$ cat config.mk
export PLATFORM = sky130hd
export DESIGN_NAME = nvbsp_host
export DESIGN_NICKNAME = d
export VERILOG_FILES = /design/src/verilog/nvbsp_pkg.sv /design/src/verilog/nvbsp_sync.sv /design/src/verilog/nvbsp_host.sv
export SDC_FILE = /design/constraint.sdc
export NUM_CORES = 1
export LEC_CHECK = 0
export BUFFER_PORTS_ARGS = -buffer_cell sky130_fd_sc_hd__buf_4
export CAP_MARGIN = 20
export CORE_MARGIN = 5
export CORE_UTILIZATION = 57
export CTS_CLUSTER_DIAMETER = 200
export DETAILED_ROUTE_END_ITERATION = 10
export GPL_TIMING_DRIVEN = 0
export PLACE_DENSITY_LB_ADDON = 0.3
export SYNTH_ARGS = -nofsm -noshare
export SYNTH_HDL_FRONTEND = slang
export SYNTH_SLANG_ARGS = --single-unit
$ cat constraint.sdc
create_clock -name i_sys_clk -period 3.84 [get_ports i_sys_clk]
set_input_delay 0.576 -clock i_sys_clk [delete_from_list [all_inputs] [get_ports i_sys_clk]]
set_output_delay 0.576 -clock i_sys_clk [all_outputs]
set_load 0.1 [all_outputs]
$ cat src/verilog/nvbsp_pkg.sv
// Package for the host-side controller of a byte-wide nonvolatile SRAM port.
// Holds widths, pin timing counts and reset zero values for the host.
// Assumes a 100 MHz system clock.
package nvbsp_pkg;
    localparam int ADDR_W = 15;
    localparam int DATA_W = 8;
    localparam int DEPTH = 32768;
    localparam int CLK_PERIOD_NS = 10;
    // Access time of the slowest grade, as printed.
    localparam int ACCESS_NS = 45;
    // Output disable to bus float, as printed.
    localparam int FLOAT_NS = 15;
    // Least time rounds up to whole cycles, never below one.
    localparam int ACCESS_CYC =
        (ACCESS_NS + CLK_PERIOD_NS - 1) / CLK_PERIOD_NS;
    localparam int FLOAT_CYC =
        (FLOAT_NS + CLK_PERIOD_NS - 1) / CLK_PERIOD_NS;
    localparam int SAVE_PULSE_CYC = 2;
    localparam logic [3:0] CNT_ZERO = 4'h0;
    localparam logic [7:0] DATA_ZERO = 8'h00;
    localparam logic [14:0] ADDR_ZERO = 15'h0000;
endpackage : nvbsp_pkg

$ cat src/verilog/nvbsp_sync.sv
// Three-flop synchroniser for a pin level with agreement filter.
// Assumes a single system clock; the pin is asynchronous to it.
`timescale 1ns/10ps
module nvbsp_sync (
    input wire logic i_sys_clk, // System clock.
    input wire logic i_rst, // Synchronous reset, high.
    input wire logic i_pin, // Asynchronous pin level.
    output logic o_level // Filtered level.
);
    logic s1_r;
    logic s2_r;
    logic s3_r;
    // The first flop is read only by the second, to contain metastability.
    always_ff @(posedge i_sys_clk) begin
        if (i_rst) begin
            s1_r <= 1'b1;
            s2_r <= 1'b1;
            s3_r <= 1'b1;
        end else begin
            s1_r <= i_pin;
            s2_r <= s1_r;
            s3_r <= s2_r;
        end
    end
    // A change counts only once the second and third flops agree.
    always_ff @(posedge i_sys_clk) begin
        if (i_rst) begin
            o_level <= 1'b1;
        end else if (s2_r == s3_r) begin
            o_level <= s3_r;
        end
    end
endmodule : nvbsp_sync

$ cat src/verilog/nvbsp_host.sv
// Host controller that drives a byte-wide nonvolatile SRAM through its pins.
// Assumes the memory sits on the pins below and that the board resolves the
// data and save/busy wires from the enables.
`timescale 1ns/10ps
module nvbsp_host #(
    parameter int ACC_CYC = nvbsp_pkg::ACCESS_CYC, // Access wait cycles.
    parameter int FLT_CYC = nvbsp_pkg::FLOAT_CYC // Bus float cycles.
) (
    input wire logic i_sys_clk, // System clock, 100 MHz.
    input wire logic i_rst, // Synchronous reset, high.
    input wire logic i_req, // Request valid.
    input wire logic i_wr, // 1 write, 0 read.
    input wire logic i_save, // Request a hardware save.
    input wire logic [14:0] i_cell_index, // Byte address.
    input wire logic [7:0] i_wdata, // Write byte.
    output logic o_ready, // Idle and may take a request.
    output logic o_done, // One-cycle end of access.
    output logic [7:0] o_rdata, // Read byte.
    output logic o_busy, // Device saving.
    output logic [14:0] o_cell_index, // Address pins.
    output logic o_sel_n, // Unit select, low.
    output logic o_wr_n, // Write strobe, low.
    output logic o_oe_n, // Output drive enable, low.
    input wire logic [7:0] i_byte_lanes, // Data pins in.
    output logic [7:0] o_byte_lanes, // Data pins out.
    output logic o_byte_lanes_oe, // High while host drives data.
    input wire logic i_hw_nv_save_busy_n, // Save/busy pin in.
    output logic o_hw_nv_save_busy_n, // Save/busy pin out (low).
    output logic o_hw_nv_save_busy_n_oe // High while host pulls low.
);
    typedef enum {NVBSP_IDLE, NVBSP_RD, NVBSP_WR, NVBSP_FLOAT,
        NVBSP_SAVE, NVBSP_SWAIT} nvbsp_state_t;
    nvbsp_state_t state_r;
    logic [3:0] cnt_r;
    logic busy_lvl;

    ////////////////////////////////////////////////////////////////////////
    // Save/busy pin sampled through three flops; it idles high by pull-up.
    nvbsp_sync u_sync (
        .i_sys_clk(i_sys_clk),
        .i_rst(i_rst),
        .i_pin(i_hw_nv_save_busy_n),
        .o_level(busy_lvl)
    );
    assign o_busy = ~busy_lvl;

    // Counter load value, cut to the counter width.
    function automatic logic [3:0] cyc4(input int n);
        cyc4 = n[3:0];
    endfunction : cyc4

    ////////////////////////////////////////////////////////////////////////
    // Access sequencer. A save in progress blocks new accesses.
    // Software save and restore are runs of plain reads.
    always_ff @(posedge i_sys_clk) begin
        if (i_rst) begin
            state_r <= NVBSP_IDLE;
            cnt_r <= nvbsp_pkg::CNT_ZERO;
        end else begin
            case (state_r)
                NVBSP_IDLE: begin
                    if (i_save) begin
                        state_r <= NVBSP_SAVE;
                        cnt_r <= cyc4(nvbsp_pkg::SAVE_PULSE_CYC);
                    end else if (i_req && busy_lvl) begin
                        state_r <= i_wr ? NVBSP_WR : NVBSP_RD;
                        cnt_r <= cyc4(ACC_CYC);
                    end
                end
                NVBSP_RD, NVBSP_WR: begin
                    if (cnt_r == 4'h1) begin
                        state_r <= NVBSP_FLOAT;
                        cnt_r <= cyc4(FLT_CYC);
                    end else begin
                        cnt_r <= cnt_r - 4'h1;
                    end
                end
                NVBSP_FLOAT: begin
                    if (cnt_r == 4'h1) begin
                        state_r <= NVBSP_IDLE;
                    end else begin
                        cnt_r <= cnt_r - 4'h1;
                    end
                end
                NVBSP_SAVE: begin
                    if (cnt_r == 4'h1) begin
                        state_r <= NVBSP_SWAIT;
                        cnt_r <= cyc4(4);
                    end else begin
                        cnt_r <= cnt_r - 4'h1;
                    end
                end
                default: begin
                    // Let the pin settle, then wait out the save.
                    if (cnt_r != 4'h0) begin
                        cnt_r <= cnt_r - 4'h1;
                    end else if (busy_lvl) begin
                        state_r <= NVBSP_IDLE;
                    end
                end
            endcase
        end
    end

    ////////////////////////////////////////////////////////////////////////
    // Address and write data latched at the start of an access.
    always_ff @(posedge i_sys_clk) begin
        if (i_rst) begin
            o_cell_index <= nvbsp_pkg::ADDR_ZERO;
            o_byte_lanes <= nvbsp_pkg::DATA_ZERO;
        end else if (state_r == NVBSP_IDLE && i_req && busy_lvl &&
                !i_save) begin
            o_cell_index <= i_cell_index;
            o_byte_lanes <= i_wdata;
        end
    end

    // Strobes come from flops so the pins never glitch.
    always_ff @(posedge i_sys_clk) begin
        if (i_rst) begin
            o_sel_n <= 1'b1;
            o_wr_n <= 1'b1;
            o_oe_n <= 1'b1;
            o_byte_lanes_oe <= 1'b0;
            o_hw_nv_save_busy_n_oe <= 1'b0;
        end else begin
            o_sel_n <= !(state_nxt_acc());
            o_wr_n <= !(state_nxt() == NVBSP_WR);
            o_oe_n <= !(state_nxt() == NVBSP_RD);
            o_byte_lanes_oe <= (state_nxt() == NVBSP_WR);
            o_hw_nv_save_busy_n_oe <= (state_nxt() == NVBSP_SAVE);
        end
    end
    assign o_hw_nv_save_busy_n = 1'b0;

    // Next state as seen by the strobe flops.
    function automatic nvbsp_state_t state_nxt();
        nvbsp_state_t s;
        s = state_r;
        if (state_r == NVBSP_IDLE) begin
            if (i_save) begin
                s = NVBSP_SAVE;
            end else if (i_req && busy_lvl) begin
                s = i_wr ? NVBSP_WR : NVBSP_RD;
            end
        end else if (state_r != NVBSP_SWAIT && cnt_r == 4'h1) begin
            s = (state_r == NVBSP_SAVE) ? NVBSP_SWAIT :
                (state_r == NVBSP_FLOAT) ? NVBSP_IDLE : NVBSP_FLOAT;
        end
        state_nxt = s;
    endfunction : state_nxt

    function automatic logic state_nxt_acc();
        state_nxt_acc = (state_nxt() == NVBSP_RD) ||
            (state_nxt() == NVBSP_WR);
    endfunction : state_nxt_acc

    ////////////////////////////////////////////////////////////////////////
    // Read byte captured at the end of the access window; done pulses once.
    always_ff @(posedge i_sys_clk) begin
        if (i_rst) begin
            o_rdata <= nvbsp_pkg::DATA_ZERO;
            o_done <= 1'b0;
        end else begin
            o_done <= (state_r == NVBSP_RD || state_r == NVBSP_WR) &&
                cnt_r == 4'h1;
            if (state_r == NVBSP_RD && cnt_r == 4'h1) begin
                o_rdata <= i_byte_lanes;
            end
        end
    end
    // Restore at power up and power-loss save happen inside the device;
    // the host only sees them as busy time.
    assign o_ready = (state_r == NVBSP_IDLE) && busy_lvl;
endmodule : nvbsp_host

# ---- Word-level counts from Yosys, hierarchy flattened
# Cells that the tools add are included.
dict set report word_totals {
  regBits 77
  inputBits 37
}
dict set report op_classes {
  n_addsub 1
  n_eq_ne 20
  muxes 21
  bitwise_logic 1
  reduce_logical 22
}
# operator n
set ops {}
lappend ops {{32-bit two-way mux} 10}
lappend ops {{32-bit by 2-bit == test with 1-bit output (second input constant)} 4}
lappend ops {{32-bit by 3-bit == test with 1-bit output (second input constant)} 4}
lappend ops {{32-bit one-hot mux with 4 select lines} 1}
lappend ops {{32-bit by 4-bit == test with 1-bit output (second input constant)} 2}
lappend ops {{32-bit logical NOT} 2}
lappend ops {{32-bit by 1-bit == test with 1-bit output (second input constant)} 1}
lappend ops {{32-bit by 4-bit != test with 1-bit output (second input constant)} 1}
lappend ops {{4-bit two-way mux} 6}
lappend ops {{4-bit one-hot mux with 4 select lines} 1}
lappend ops {{5-bit nonzero test} 2}
lappend ops {{1-bit logical AND} 8}
lappend ops {{2-bit != test (second input constant)} 4}
lappend ops {{5-bit by 1-bit != test with 1-bit output (second input constant)} 1}
lappend ops {{5-bit AND reduction} 1}
lappend ops {{4-bit by 1-bit == test with 1-bit output (second input constant)} 1}
lappend ops {{1-bit logical NOT} 4}
lappend ops {{2-bit two-way mux} 2}
lappend ops {{4-bit nonzero test} 1}
lappend ops {{4-bit by 1-bit subtractor with 4-bit output (second input constant)} 1}
lappend ops {{3-bit two-way mux} 1}
lappend ops {{3-bit != test (second input constant)} 1}
lappend ops {{3-bit AND reduction} 1}
lappend ops {{1-bit logical OR} 2}
lappend ops {{3 further kinds} 3}

# ---- Depth between registers and ports, before layout
dict set report logic_depth {
  depth_word 9
  ltp_mapped 8
  depth_no_buf 7
}

# ---- Modules after synthesis
# From an unflattened synthesis, not the netlist that was laid out.
dict set report hier_totals {
  hier_cells 335
  area_unflattened_um2 3075.4
}
# mod n_inst cells_per_inst area_per_inst_um2
set by_module_without_submodules {}
lappend by_module_without_submodules {nvbsp_host 1 325 2960.3}
lappend by_module_without_submodules {nvbsp_sync 1 10 115.1}

# ---- Least setup slack after synthesis
# No wires, ideal clock.
dict set report synth_timing {
  path_type {register -> output}
  startpoint {reg state_r[11]}
  endpoint {out o_ready}
  t_arrival_ps 3141
  slack_ps 123
  path_stages_with_launch 5
  path_buffers 0
  path_cell_list {dfxtp_1 -> nor4_2 -> and4_1 -> nand3_1 -> nor3_1}
}
dict set report synth_via {
  elab_chain_cells 2
}
# element line_no
set synth_lines {}
lappend synth_lines {{start: declaration} nvbsp_host.sv:33} ;# nvbsp_state_t state_r;
lappend synth_lines {{start signal: assignment} nvbsp_host.sv:66} ;# state_r <= i_wr ? NVBSP_WR : NVBSP_RD;
lappend synth_lines {{32-bit logical NOT} nvbsp_host.sv:174} ;# assign o_ready = (state_r == NVBSP_IDLE) && busy_lvl;
lappend synth_lines {{1-bit logical AND} nvbsp_host.sv:174}
lappend synth_lines {{end: declaration} nvbsp_host.sv:16} ;# output logic o_ready,
# Every way passes these cells.

# ---- Worst setup path after layout
dict set report layout_timing {
  startpoint {reg state_r[15]}
  endpoint {out o_ready}
}
# Same word-level chain as after synthesis.

==> flow_summary.yaml <==
cts:
  cts.clk_slew.worst_paths_ps: 70
  cts_resized: 0
  clockBufferDepth: 2
  cts_tree: "yes"
  clock_latency_ps: 340
  h-tree-depth: 3
  cts_root_buffer: "clkbuf_8"
  post_cts_buffers: 0
  clkSinkCount: 77
  hold_buffers: 0
  cts_buffers: 9
global_route:
  grt_pass1_wl_microns: 12520
  grt_max_degree: 13
  grt_pass1_vias: 2694
  antenna_found_initial: 0
  grt_util_met2: 0.3588
  grtUsageTotal: 0.2104
  busiest_layer: "met2"
  use_met3: 0.04323
  grt-ovfl-total: 0
  grt_util_met1: 0.2549
die:
  core_region_area_sq_mm: 0.005540
  die_w_microns: 85.78
  fp.dieH_microns: 85.78
  io_pins: 77
  row_count: 27
  start_util: 0.5908
  die_area_sq_mm: 0.007358
hold_path:
  holdCritPathClass: "reg -> reg"
detailed_routing:
  final_antenna_net_count: 0
  route.detailed.drc: 0
  post_drt_wl_per_cell_microns: 14.87
  vias: 2866
  viasPerCell: 5.664
  drtPass1Iterations: 5
  drt_wl_total_microns: 7524
  drtIter0Drc: 261
timing:
  rsz0062_at_grt: "false"
  max_slew.worst_pin.slew_ps: 690.4
  slew_viol_final: 0
  period_needed_ps: 2699
  tns_ps: 0
  fmax_mhz: 370.4
  setup_viol: 0
  finalCritPeriodShare: 0.7030
  max_slew_margin: 0.5363
  holdWs_ps: 411.3
  hold_violations: 0
  clock_skew_ps: 7.446
power_and_ir_drop:
  power_switching_mw: 1.259
  seq_power_share: 0.330
  combPwrFrac: 0.466
  powerDensity_mw_per_mm2: 688.5
  swShare: 0.4463
  power.share.clock: 0.205
  ir_drop_v: 0.0003828
  total_leakage_power_nw: 1.583
  p_int_mw: 1.563
logic_synthesis:
  yosysTopAreaCellShare: 0.4709
  yosys_warnings: 0
  synthTopCellsByArea: "dfxtp_1 47%, mux2i_1 9.5%, a211oi_1 7.8%"
  ys_ff_latch: 77
  synth.most_common_cell: "dfxtp_1"
  yosysTopAreaCell: "dfxtp_1"
  ys_top_cells_by_count: "77 x dfxtp_1, 44 x nor2_1, 35 x inv_1"
  synth_top_flop_cell: "dfxtp_1"
  synth_nets: 385
  syn_area_per_cell_sq_um: 9.487
  synth_edf_count: 0
  ys_types: 54
  synthCells: 345
  netlist_area_sq_mm: 0.003273
  yosysSeqAreaShare: 0.4709
  async_reset_ff_frac: 0
setup_path:
  crit_type: "reg -> out"
  required_ps: 3260
  cpPeakStageDelay_ps: 380
  crit_arrival_ps: 2120
  cp-start-kind: "register"
  crit_fanout: 5
  path_cells: "nor4_2, and4_1, nand3_1, nor3_1, buf_4"
  endpoint_kind: "output port"
  crit_slowest_cell: "nor4_2"
placed_design:
  place_area_sq_mm: 0.003919
  port_buffers: 74
  hpwl_microns: 5472
  place_congestion: 0.8456
final_layout:
  num-fill-cells: 400
  area_delta_synth_final_pct: 25.23
  antenna_cells: 0
  num-nets-final: 470
  drive_gt1_frac: 0.2604
  finalInstanceArea_sq_mm: 0.004099
run_status:
  status: "complete, no violations"
job:
  maxCapViolCount: 0
## final timing paths
path	slack (ps)	endpoint	cells after the start	startpoint
hold / removal	410	u_sync.s2_r$_SDFF_PP1_	1	u_sync.s1_r$_SDFF_PP1_
setup / recovery	1140	o_ready	5	state_r[15]$_SDFFE_PP0P_
setup reg to reg	1430	cnt_r[1]$_SDFFE_PP0P_	7	cnt_r[1]$_SDFFE_PP0P_
hold reg to reg	410	u_sync.s2_r$_SDFF_PP1_	1	u_sync.s1_r$_SDFF_PP1_
## area by class of cell
type / count / area [sq um] / area share
Clock inverter: 4 / 48.80 / 0.01190
Clock buffer: 11 / 131.4 / 0.03205
Multi-Input combinational cell: 207 / 1466 / 0.3578
Buffer: 24 / 126.4 / 0.03083
Timing Repair Buffer: 74 / 555.5 / 0.1355
Sequential cell: 77 / 1541 / 0.3761
Inverter: 37 / 138.9 / 0.03388
Tap cell: 72 / 90.09 / 0.02198
## cells in the final DEF, fill, tap and decap left out, types with 5 or more instances in the layout
cell      synthesis  final
a211oi_1         34     34
a21oi_1           9      9
buf_2             5      5
buf_4             2     76
clkbuf_1         13     15
clkbuf_8          0      9
dfxtp_1          77     77
inv_1            35     35
mux2i_1          31     31
nand2_1           7      7
nand3_1           5      5
nor2_1           44     44
nor3_1            8      8
nor4_2            6      6
o211ai_1          5      5
o21ai_0           7      7
## worst max-delay path, delay by kind of cell, from the launching register on
family | cells | cell delay, ps
buffers and inverters | 1 | 320
DFF | 1 | 330
and+or+nand+nor | 4 | 1130
## flip-flops by register name (all words and copies together), names as in the netlist
signal / count
cnt_r: 4
o_byte_lanes: 8
o_byte_lanes_oe: 1
o_cell_index: 15
o_done: 1
o_hw_nv_save_busy_n_oe: 1
o_oe_n: 1
o_rdata: 8
o_sel_n: 1
o_wr_n: 1
state_r: 32
u_sync.o_level: 1
u_sync.s1_r: 1
u_sync.s2_r: 1
u_sync.s3_r: 1
## cell families (layout without fill, tap and decap cells)
family                     after synthesis  in the layout  share of synthesized area
xor gates and xnor gates                 2              2                   0.005353
AOI/OAI and AO/OA                       78             78                     0.1774
and+or+nand+nor                         91             91                     0.1544
muxes                                   32             32                    0.09824
buffers and inverters                   61            150                    0.08104
DFF                                     77             77                     0.4709
adders and majority gates                3              3                    0.01147
other                                    1              1                   0.001146
## per-layer routing
metal  routed length [microns]  up-vias  part of all wire
met5                         0        -                 0
met4                       150        0             0.020
met3                       467       15             0.062
met2                      3823       99              0.51
met1                      3082     1355              0.41
li1                          -     1397                 -
## power groups by stage
stage          combinational (mW)  clock (mW)  sequential [mW]
4_1_cts                      1.31       0.589            0.929
3_3_place_gp                 1.27           0            0.944
5_1_grt                      1.41       0.631            0.940
6_report                     1.31       0.578            0.930
2_1_floorplan               0.690           0             1.28
3_5_place_dp                 1.30           0            0.947
## per-stage QoR
| stage | setup WS [ps] | power (mW) | util | std cells |
|---|---|---|---|---|
| 3_5_place_dp | 1479 | 2.243 | 0.7073 | 491 |
| 2_1_floorplan | 123.1 | 1.970 | - | 345 |
| 4_1_cts | 1132 | 2.827 | 0.7398 | 506 |
| 3_3_place_gp | 1516 | 2.219 | 0.7073 | 491 |
| 5_1_grt | 956.0 | 2.978 | 0.7398 | 506 |
| 6_report | 1141 | 2.822 | 0.7398 | 506 |
Note: power is estimated with default switching activity, not from simulation.
